<file path="src/nand_host_pkg.sv">
// Shared constants, types and helpers for the NAND flash host controller.
package nand_host_pkg;

    // ------------------------------------------------------------------
    // Bus geometry
    // ------------------------------------------------------------------
    localparam int ADDR_BITS  = 26;
    localparam int COUNT_BITS = 10;
    localparam int ADDR_CYCLES = 4;

    // ------------------------------------------------------------------
    // Command bytes placed on the shared bus lines
    // ------------------------------------------------------------------
    localparam logic [7:0] CMD_READ_LOW  = 8'h00;
    localparam logic [7:0] CMD_READ_HIGH = 8'h01;
    localparam logic [7:0] CMD_READ_SPARE = 8'h50;
    localparam logic [7:0] CMD_READ_IDENT = 8'h90;
    localparam logic [7:0] CMD_RESET     = 8'hFF;
    localparam logic [7:0] CMD_PROG_LOAD = 8'h80;
    localparam logic [7:0] CMD_PROG_GO   = 8'h10;
    localparam logic [7:0] CMD_ERASE_SET = 8'h60;
    localparam logic [7:0] CMD_ERASE_GO  = 8'hD0;
    localparam logic [7:0] CMD_STATUS    = 8'h70;

    // Number of bytes returned by an identification read.
    localparam logic [COUNT_BITS-1:0] IDENT_BYTES  = 10'h002;
    localparam logic [COUNT_BITS-1:0] STATUS_BYTES = 10'h001;

    // ------------------------------------------------------------------
    // Timing
    // ------------------------------------------------------------------
    localparam int CLK_PERIOD_NS      = 25;
    localparam int READ_CYCLE_MIN_NS  = 30;
    localparam int READ_CYCLE_MIN_CYC = (READ_CYCLE_MIN_NS + CLK_PERIOD_NS - 1) / CLK_PERIOD_NS;
    // Output access delay of the part; the figure is a plain default.
    localparam int ACCESS_DELAY_NS    = 20;
    // Clock cycles per bus phase; four phases make one strobe cycle.
    localparam int PHASE_DIV          = 2;
    // Ticks waited after a busy-starting strobe before trusting ready/busy.
    localparam logic [2:0] BUSY_GUARD_TICKS = 3'h4;
    // Reset state of the shared bus lines.
    localparam logic [7:0] BUS_IDLE = 8'h00;

    // ------------------------------------------------------------------
    // Operations and controller states
    // ------------------------------------------------------------------
    typedef enum logic [2:0] {
        OP_READ    = 3'h0,
        OP_SPARE   = 3'h1,
        OP_IDENT   = 3'h2,
        OP_STATUS  = 3'h3,
        OP_PROGRAM = 3'h4,
        OP_ERASE   = 3'h5,
        OP_RESET   = 3'h6
    } op_type;

    typedef enum logic [6:0] {
        ST_IDLE     = 7'h01,
        ST_COMMAND  = 7'h02,
        ST_ADDRESS  = 7'h04,
        ST_DATA_IN  = 7'h08,
        ST_CONFIRM  = 7'h10,
        ST_WAIT     = 7'h20,
        ST_DATA_OUT = 7'h40
    } state_type;

    // ------------------------------------------------------------------
    // Helpers
    // ------------------------------------------------------------------
    // Byte sent in address cycle idx; bit 8 never travels.
    function automatic logic [7:0] addr_byte(input logic [1:0] idx,
                                             input logic [ADDR_BITS-1:0] addr);
        logic [7:0] b;
        b = 8'h00;
        case (idx)
            2'h0: b = addr[7:0];
            2'h1: b = addr[16:9];
            2'h2: b = addr[24:17];
            default: b = {7'h00, addr[25]};
        endcase
        return b;
    endfunction : addr_byte

    // Opening command byte for an operation.
    function automatic logic [7:0] first_cmd(input op_type op,
                                             input logic [ADDR_BITS-1:0] addr);
        logic [7:0] c;
        c = CMD_STATUS;
        case (op)
            OP_READ:    c = addr[8] ? CMD_READ_HIGH : CMD_READ_LOW;
            OP_SPARE:   c = CMD_READ_SPARE;
            OP_IDENT:   c = CMD_READ_IDENT;
            OP_PROGRAM: c = CMD_PROG_LOAD;
            OP_ERASE:   c = CMD_ERASE_SET;
            OP_RESET:   c = CMD_RESET;
            default:    c = CMD_STATUS;
        endcase
        return c;
    endfunction : first_cmd

    // True for operations that alter the array.
    function automatic logic is_modify(input op_type op);
        return (op == OP_PROGRAM) || (op == OP_ERASE);
    endfunction : is_modify

endpackage : nand_host_pkg

</file>
<file path="src/tick_divider.sv">
// Divider that produces a one-cycle enable pulse every DIV clock cycles.
`timescale 1ns/10ps
module tick_divider #(
    parameter int DIV = 2
) (
    input  wire logic clk_i,
    input  wire logic nrst_i,
    output logic      tick_o
);

    logic [7:0] count;
    logic [7:0] next_count;
    logic       next_tick;

    // ------------------------------------------------------------------
    // Counter
    // ------------------------------------------------------------------
    // Count down and pulse when the count wraps.
    always_comb begin
        if (count == 8'h00) begin
            next_count = 8'(DIV - 1);
            next_tick  = 1'b1;
        end else begin
            next_count = count - 8'h01;
            next_tick  = 1'b0;
        end
    end

    // Register only.
    always_ff @(posedge clk_i or negedge nrst_i) begin
        if (!nrst_i) begin
            count  <= 8'h00;
            tick_o <= 1'b0;
        end else begin
            count  <= next_count;
            tick_o <= next_tick;
        end
    end

endmodule : tick_divider

</file>
<file path="src/nand_host.sv">
// Host controller that drives a byte-wide NAND flash through its pins.
`timescale 1ns/10ps
module nand_host
    import nand_host_pkg::*;
#(
    parameter int DIV = nand_host_pkg::PHASE_DIV
) (
    input  wire logic                                CORE_CLK_I,
    input  wire logic                                NRST_I,
    input  wire logic                                START_I,
    input  wire nand_host_pkg::op_type               OP_I,
    input  wire logic [nand_host_pkg::ADDR_BITS-1:0] ADDR_I,
    input  wire logic [nand_host_pkg::COUNT_BITS-1:0] COUNT_I,
    input  wire logic                                ALLOW_MODIFY_I,
    input  wire logic [7:0]                          WR_DATA_I,
    output logic                                     WR_TAKE_O,
    output logic [7:0]                               RD_DATA_O,
    output logic                                     RD_VALID_O,
    output logic                                     BUSY_O,
    output logic                                     REFUSED_O,
    output logic                                     CE_N_O,
    output logic                                     CLE_O,
    output logic                                     ALE_O,
    output logic                                     WE_N_O,
    output logic                                     OUTPUT_STROBE_N_O,
    output logic                                     MODIFY_LOCK_N_O,
    input  wire logic [7:0]                          SHARED_BUS_LINES_I,
    output logic [7:0]                               SHARED_BUS_LINES_O,
    output logic                                     SHARED_BUS_LINES_OE_N_O,
    input  wire logic                                READY_BUSY_I
);
    import nand_host_pkg::*;

    // ------------------------------------------------------------------
    // Pin synchronisers
    // ------------------------------------------------------------------
    logic       rb_meta;
    logic       rb_sync;
    logic [7:0] bus_meta;
    logic [7:0] bus_sync;

    // Ready/busy may be a wired line shared by several parts; only its level matters.
    always_ff @(posedge CORE_CLK_I or negedge NRST_I) begin
        if (!NRST_I) begin
            rb_meta  <= 1'b0;
            rb_sync  <= 1'b0;
            bus_meta <= BUS_IDLE;
            bus_sync <= BUS_IDLE;
        end else begin
            rb_meta  <= READY_BUSY_I;
            rb_sync  <= rb_meta;
            bus_meta <= SHARED_BUS_LINES_I;
            bus_sync <= bus_meta;
        end
    end

    logic tick;

    tick_divider #(
        .DIV    (DIV)
    ) u_tick (
        .clk_i  (CORE_CLK_I),
        .nrst_i (NRST_I),
        .tick_o (tick)
    );

    // ------------------------------------------------------------------
    // Sequencer state
    // ------------------------------------------------------------------
    state_type                state,     next_state;
    op_type                   op,        next_op;
    logic [1:0]               phase,     next_phase;
    logic [1:0]               idx,       next_idx;
    logic [COUNT_BITS-1:0]    count,     next_count;
    logic [2:0]               guard,     next_guard;
    logic [ADDR_BITS-1:0]     addr,      next_addr;
    logic [7:0]               cmd_byte,  next_cmd_byte;
    logic                     ce_n,      next_ce_n;
    logic                     cle,       next_cle;
    logic                     ale,       next_ale;
    logic                     we_n,      next_we_n;
    logic                     re_n,      next_re_n;
    logic                     wp_n,      next_wp_n;
    logic [7:0]               bus_out,   next_bus_out;
    logic                     bus_oe_n,  next_bus_oe_n;
    logic [7:0]               rd_data,   next_rd_data;
    logic                     rd_valid,  next_rd_valid;
    logic                     wr_take,   next_wr_take;
    logic                     busy,      next_busy;
    logic                     refused,   next_refused;

    // Next values. Every bus cycle has four phases: set up, strobe low,
    // hold low, strobe high. The slow phase rate keeps the output strobe
    // low long enough for the access delay plus the two synchroniser stages.
    always_comb begin
        next_state    = state;
        next_op       = op;
        next_phase    = phase;
        next_idx      = idx;
        next_count    = count;
        next_guard    = guard;
        next_addr     = addr;
        next_cmd_byte = cmd_byte;
        next_ce_n     = ce_n;
        next_cle      = cle;
        next_ale      = ale;
        next_we_n     = we_n;
        next_re_n     = re_n;
        next_wp_n     = wp_n;
        next_bus_out  = bus_out;
        next_bus_oe_n = bus_oe_n;
        next_rd_data  = rd_data;
        next_rd_valid = 1'b0;
        next_wr_take  = 1'b0;
        next_busy     = busy;
        next_refused  = 1'b0;
        case (state)
            ST_IDLE: begin
                if (START_I) begin
                    if (is_modify(OP_I) && !ALLOW_MODIFY_I) begin
                        next_refused = 1'b1;
                    end else if (rb_sync || OP_I == OP_STATUS || OP_I == OP_RESET) begin
                        next_state    = ST_COMMAND;
                        next_op       = OP_I;
                        next_addr     = ADDR_I;
                        next_count    = (COUNT_I == '0) ? 10'h001 : COUNT_I;
                        next_cmd_byte = first_cmd(OP_I, ADDR_I);
                        next_phase    = 2'h0;
                        next_idx      = 2'h0;
                        next_busy     = 1'b1;
                        next_ce_n     = 1'b0;
                        next_wp_n     = ALLOW_MODIFY_I;
                    end
                end
            end
            ST_WAIT: begin
                if (tick) begin
                    next_cle      = 1'b0;
                    next_ale      = 1'b0;
                    next_bus_oe_n = 1'b1;
                    if (guard != BUSY_GUARD_TICKS) begin
                        next_guard = guard + 3'h1;
                    end else if (rb_sync) begin
                        next_phase = 2'h0;
                        if (op == OP_READ || op == OP_SPARE) begin
                            next_state = ST_DATA_OUT;
                        end else begin
                            next_state = ST_IDLE;
                            next_busy  = 1'b0;
                            next_ce_n  = 1'b1;
                        end
                    end
                end
            end
            default: begin
                if (tick) begin
                    next_phase = phase + 2'h1;
                    case (phase)
                        2'h0: begin
                            // Only one latch strobe is high at a time.
                            next_cle      = (state == ST_COMMAND) || (state == ST_CONFIRM);
                            next_ale      = (state == ST_ADDRESS);
                            next_bus_oe_n = (state == ST_DATA_OUT);
                            if (state == ST_ADDRESS) begin
                                next_bus_out = addr_byte(idx, addr);
                            end else if (state == ST_DATA_IN) begin
                                next_bus_out = WR_DATA_I;
                                next_wr_take = 1'b1;
                            end else if (state != ST_DATA_OUT) begin
                                next_bus_out = cmd_byte;
                            end
                        end
                        2'h1: begin
                            if (state == ST_DATA_OUT) begin
                                next_re_n = 1'b0;
                            end else begin
                                next_we_n = 1'b0;
                            end
                        end
                        2'h2: begin
                        end
                        default: begin
                            next_we_n = 1'b1;
                            next_re_n = 1'b1;
                            next_guard = 3'h0;
                            case (state)
                                ST_COMMAND: begin
                                    if (op == OP_IDENT || op == OP_STATUS) begin
                                        next_state = ST_DATA_OUT;
                                        next_count = (op == OP_IDENT) ? IDENT_BYTES : STATUS_BYTES;
                                    end else if (op == OP_RESET) begin
                                        next_state = ST_WAIT;
                                    end else begin
                                        next_state = ST_ADDRESS;
                                    end
                                end
                                ST_ADDRESS: begin
                                    next_idx = idx + 2'h1;
                                    if (idx == 2'(ADDR_CYCLES - 1)) begin
                                        if (op == OP_PROGRAM) begin
                                            next_state = ST_DATA_IN;
                                        end else if (op == OP_ERASE) begin
                                            next_state    = ST_CONFIRM;
                                            next_cmd_byte = CMD_ERASE_GO;
                                        end else begin
                                            next_state = ST_WAIT;
                                        end
                                    end
                                end
                                ST_DATA_IN: begin
                                    next_count = count - 10'h001;
                                    if (count == 10'h001) begin
                                        next_state    = ST_CONFIRM;
                                        next_cmd_byte = CMD_PROG_GO;
                                    end
                                end
                                ST_CONFIRM: begin
                                    next_state = ST_WAIT;
                                end
                                default: begin
                                    // Byte is sampled just before the strobe rises.
                                    next_rd_data  = bus_sync;
                                    next_rd_valid = 1'b1;
                                    next_count    = count - 10'h001;
                                    if (count == 10'h001) begin
                                        next_state = ST_IDLE;
                                        next_busy  = 1'b0;
                                        next_ce_n  = 1'b1;
                                    end
                                end
                            endcase
                        end
                    endcase
                end
            end
        endcase
    end

    // Register only. The modify lock starts asserted so nothing changes the
    // array until software allows it.
    always_ff @(posedge CORE_CLK_I or negedge NRST_I) begin
        if (!NRST_I) begin
            state    <= ST_IDLE;
            op       <= OP_STATUS;
            phase    <= 2'h0;
            idx      <= 2'h0;
            count    <= '0;
            guard    <= 3'h0;
            addr     <= '0;
            cmd_byte <= CMD_STATUS;
            ce_n     <= 1'b1;
            cle      <= 1'b0;
            ale      <= 1'b0;
            we_n     <= 1'b1;
            re_n     <= 1'b1;
            wp_n     <= 1'b0;
            bus_out  <= BUS_IDLE;
            bus_oe_n <= 1'b1;
            rd_data  <= 8'h00;
            rd_valid <= 1'b0;
            wr_take  <= 1'b0;
            busy     <= 1'b0;
            refused  <= 1'b0;
        end else begin
            state    <= next_state;
            op       <= next_op;
            phase    <= next_phase;
            idx      <= next_idx;
            count    <= next_count;
            guard    <= next_guard;
            addr     <= next_addr;
            cmd_byte <= next_cmd_byte;
            ce_n     <= next_ce_n;
            cle      <= next_cle;
            ale      <= next_ale;
            we_n     <= next_we_n;
            re_n     <= next_re_n;
            wp_n     <= next_wp_n;
            bus_out  <= next_bus_out;
            bus_oe_n <= next_bus_oe_n;
            rd_data  <= next_rd_data;
            rd_valid <= next_rd_valid;
            wr_take  <= next_wr_take;
            busy     <= next_busy;
            refused  <= next_refused;
        end
    end

    // ------------------------------------------------------------------
    // Outputs
    // ------------------------------------------------------------------
    assign CE_N_O                  = ce_n;
    assign CLE_O                   = cle;
    assign ALE_O                   = ale;
    assign WE_N_O                  = we_n;
    assign OUTPUT_STROBE_N_O       = re_n;
    assign MODIFY_LOCK_N_O         = wp_n;
    assign SHARED_BUS_LINES_O      = bus_out;
    assign SHARED_BUS_LINES_OE_N_O = bus_oe_n;
    assign RD_DATA_O               = rd_data;
    assign RD_VALID_O              = rd_valid;
    assign WR_TAKE_O               = wr_take;
    assign BUSY_O                  = busy;
    assign REFUSED_O               = refused;
endmodule : nand_host

</file>
<file path="config.mk">
export PLATFORM = sky130hd
export DESIGN_NAME = nand_host
export DESIGN_NICKNAME = d
export VERILOG_FILES = /design/src/nand_host_pkg.sv /design/src/tick_divider.sv /design/src/nand_host.sv
export SDC_FILE = /design/constraint.sdc
export NUM_CORES = 1
export LEC_CHECK = 0
export BUFFER_PORTS_ARGS = -buffer_cell sky130_fd_sc_hd__buf_2
export CORE_MARGIN = 2
export CORE_UTILIZATION = 54
export CTS_CLUSTER_DIAMETER = 80
export DETAILED_ROUTE_END_ITERATION = 10
export MAX_ROUTING_LAYER = met4
export PLACE_DENSITY = 0.75
export REMOVE_ABC_BUFFERS = 1
export SLEW_MARGIN = 30
export SYNTH_ARGS = -nofsm -noshare
export SYNTH_HDL_FRONTEND = slang
export SYNTH_SLANG_ARGS = --single-unit
</file>
<file path="constraint.sdc">
create_clock -name CORE_CLK_I -period 2.4 [get_ports CORE_CLK_I]
set_input_delay 0 -clock CORE_CLK_I [delete_from_list [all_inputs] [get_ports CORE_CLK_I]]
set_output_delay 0 -clock CORE_CLK_I [all_outputs]
set_load 0.05 [all_outputs]
</file>
==> reports/qor.csv <==
stage,metric,value,unit
critical_path,critical setup path kind,reg2reg,
die,total die area,10750,um^2
sta,max_slew headroom,64.51,%
sta,Min Hold Slack,0.003074,ns
layout,"commonest cells after routing, fill and taps aside","sky130_fd_sc_hd__nand2_1 (120), sky130_fd_sc_hd__dfrtp_1 (102), sky130_fd_sc_hd__buf_2 (85), sky130_fd_sc_hd__dlygate4sd3_1 (48), sky130_fd_sc_hd__o21ai_0 (38)",
detailed_routing,drt pass-1 iters,7,
synth,top cell type's share of synthesized area,47.55,%
sta,clock tree skew after final layout,0.01303,ns
power,maximum resistive drop on vdd,827.4,uV
synth,number of flip-flops and latches in the synthesized netlist,112,
detailed_routing,via count,4644,
critical_path,longest individual stage delay on the worst path,0.43,ns
layout,final net count,759,
global_route,global-route wire length before repair,22590,um
critical_path,list of cells traversed by the critical path,nor4_4 -> nand3_4 -> and2_4 -> o22ai_2 -> nand4b_4 -> mux2_2,
global_route,vias in the first global route,4680,
detailed_routing,final routed DRC violation total,0,
synth,"EDFF count, synth",0,
detailed_routing,drt via density,5.643,
layout,sequential standard cell area,2815,um^2
layout,count of antenna diodes in the layout,0,
power,Total Power Consumption,8.254,mW
critical_path,capturing element type of the critical path,flop,
synth,netlist area before placement,5368,um^2
critical_path,library cell contributing the largest single delay on the critical path,sky130_fd_sc_hd__dfrtp_1,
global_route,gr ovfl total,0,
placed_design,DP HPWL,9346,um
cts,"Reg clk slew, reported paths",0.11,ns
die,standard cell core area,9729,um^2
critical_path,Worst EP required,2.67,ns
sta,number of max-slew violations in the final report,0,
min_path,worst hold path cell count,3,
layout,proportion of layout cells with a drive suffix above 1,23.62,%
layout,layout overhead on the synthesized area,25.62,%
critical_path,worst path arrival time,2.52,ns
cts,TritonCTS clock tree,done,
sta,share of the clock period used by the worst path,93.93,%
placed_design,number of port buffers,86,
detailed_routing,count of antenna-violating nets left after detailed routing,0,
layout,number of fill cells,742,
placed_design,Final GP Congestion,0.9304,
die,Die Height,103.7,um
synth,mean cell area of the mapped netlist,9.831,um^2
placed_design,placement-stage cell area,6025,um^2
synth,synth unique cells,60,
synth,Yosys warning count,0,
detailed_routing,final routed wirelength across all metal layers,13480,um
synth,cell accounting for the most synthesized area,sky130_fd_sc_hd__dfrtp_1,
flow_run,total of max-cap violations,0,
layout,area of combinational cells with multiple inputs,2357,um^2
synth,proportion of synthesized chip area in sequential cells,52.45,%
synth,asr flop ratio synth,100.0,%
global_route,pin count of the biggest net entering global routing,42,
synth,ranking of synthesized cells by area,"sky130_fd_sc_hd__dfrtp_1 (48%), sky130_fd_sc_hd__nand2_1 (8.4%), sky130_fd_sc_hd__dfstp_2 (4.9%)",
cts,Post-CTS Setup Inserts,0,
layout,area of all placed cells without fillers,6743,um^2
global_route,number of antenna violations at the first check in global routing,0,
die,number of standard-cell rows in the floorplan,36,
cts,clock latency at the later pin of the worst-skew pair,0.38,ns
synth,cell count after synthesis,546,
cts,number of buffers on the longest clock path,2,
sta,slew at the pin with the worst max-slew slack,0.5324,ns
sta,FMAX,443.6,MHz
min_path,type of the tightest min-delay check,in2reg,
power,pwr/cell area,1224,nW/um^2
run_status,status,completed,
die,initial core utilization,55.17,%
detailed_routing,Initial DRC Count,341,
critical_path,startpoint types,flop,
die,count of pins on the block boundary,87,
critical_path,number of cell instances on the worst register-to-register path,6,
power,reported leakage power,3.202,nW
sta,final sum of negative setup slack,0,ns
cts,sinks on the clock net,112,
sta,count of final hold-check violations,0,
global_route,All-Layer GR Usage,26.87,%
cts,maximum level of the CTS H-tree,3,
layout,"leading cell type in the layout, fill and taps excluded",sky130_fd_sc_hd__nand2_1,
sta,shortest period the worst path allows,2.254,ns
cts,number of buffers created by CTS,9,
synth,most used flip-flop cell after synthesis,sky130_fd_sc_hd__dfrtp_1,
sta,unrepaired setup endpoints after global routing,no,
detailed_routing,average wire per standard cell,16.38,um
critical_path,maximum fanout along the worst path,7,
cts,clk root buf,sky130_fd_sc_hd__clkbuf_8,
die,die width,103.7,um
sta,number of failing setup endpoints in the final timing report,0,
-- sequential cells by signal, indices dropped and copies added (netlist names), 2 cells and up --
| name | cells |
|---|---|
| addr | 25 |
| count | 10 |
| RD_DATA_O | 8 |
| SHARED_BUS_LINES_O | 8 |
| bus_meta | 8 |
| bus_sync | 8 |
| u_tick.count | 8 |
| state | 7 |
| cmd_byte | 6 |
| guard | 3 |
| op | 3 |
| idx | 2 |
| phase | 2 |
-- through the flow --
stage	instances	setup slack, ns	utilization, %
after CTS	823	0.1301	69.26
after global placement	759	0.2012	61.92
after detailed placement	759	0.1540	61.92
after global routing	823	0.01206	69.30
final	823	0.1457	69.30
after floorplan	518	-0.3812	-
-- cells by family (layout without fill, tap and decap cells) --
group	count (synthesis)	in the layout	share of synthesized area (%)
XOR/XNOR	8	8	1.305
multiplexers	18	18	3.753
AO/OA/AOI/OAI	120	120	15.31
adder cells (fa/ha/maj)	14	14	3.263
buffers and inverters	48	192	3.636
flip-flops	112	112	52.45
AND/OR/NAND/NOR	226	226	20.28
-- worst max-delay path, delay by kind of cell, from the launching register on --
kind	cells	cell delay (ns)
and+or+nand+nor	4	1.07
muxes	1	0.35
AOI/OAI and AO/OA	1	0.31
DFF	1	0.43
-- synth_stat cells (10+ instances only) --
cell type	count
sky130_fd_sc_hd__buf_2	12
sky130_fd_sc_hd__dfstp_2	10
sky130_fd_sc_hd__ha_1	14
sky130_fd_sc_hd__nor2_1	37
sky130_fd_sc_hd__inv_1	20
sky130_fd_sc_hd__nor3_1	14
sky130_fd_sc_hd__a21oi_1	19
sky130_fd_sc_hd__o21ai_0	38
sky130_fd_sc_hd__nand2_1	120
sky130_fd_sc_hd__mux2_2	15
sky130_fd_sc_hd__clkbuf_1	15
sky130_fd_sc_hd__dfrtp_1	102
-- area by class of cell --
type	count	area share [%]
clock inverter	7	1.633
timing repair buffer	156	16.24
sequential	112	41.75
inverter	20	1.113
clock buffer	9	1.837
multi-input combinational	386	34.96
tap	133	2.468
-- path summary, 6_finish.rpt --
check / startpoint / endpoint / slack, ns
worst max-delay path: state[1]$_DFFE_PN0P_ / state[6]$_DFFE_PN0P_ / 0.15
worst min-delay path: COUNT_I[7] / count[7]$_DFFE_PN0P_ / 0.003
worst max register to register: state[1]$_DFFE_PN0P_ / state[6]$_DFFE_PN0P_ / 0.15
worst min register to register: bus_meta[6]$_DFF_PN0_ / bus_sync[6]$_DFF_PN0_ / 0.36
max in group asynchronous: NRST_I / cmd_byte[5]$_DFFE_PN1P_ / 1.56
min in group asynchronous: NRST_I / count[4]$_DFFE_PN0P_ / 0.13
-- what timing repair did --
action | in CTS | in global routing
hold endpoints to repair | 84 | 0
hold buffers | 48 | 0
setup endpoints to repair | 0 | 1
resized for setup | 0 | 1
-- per-layer routing --
layer  track usage, %  routed length, um  up-vias
met5                -                  0        -
met4            9.363                306        0
met3            4.279                744       30
met2            44.28               6649      161
met1            34.09               5777     2246
li1                 -                  -     2207
-- power breakdown --
group	switching, mW	internal (mW)	leakage, nW
sequential	0.499	2.56	1.39
clock	0.720	0.526	0.116
combinational	2.51	1.44	1.70
Note: power is estimated with default switching activity, not from simulation.
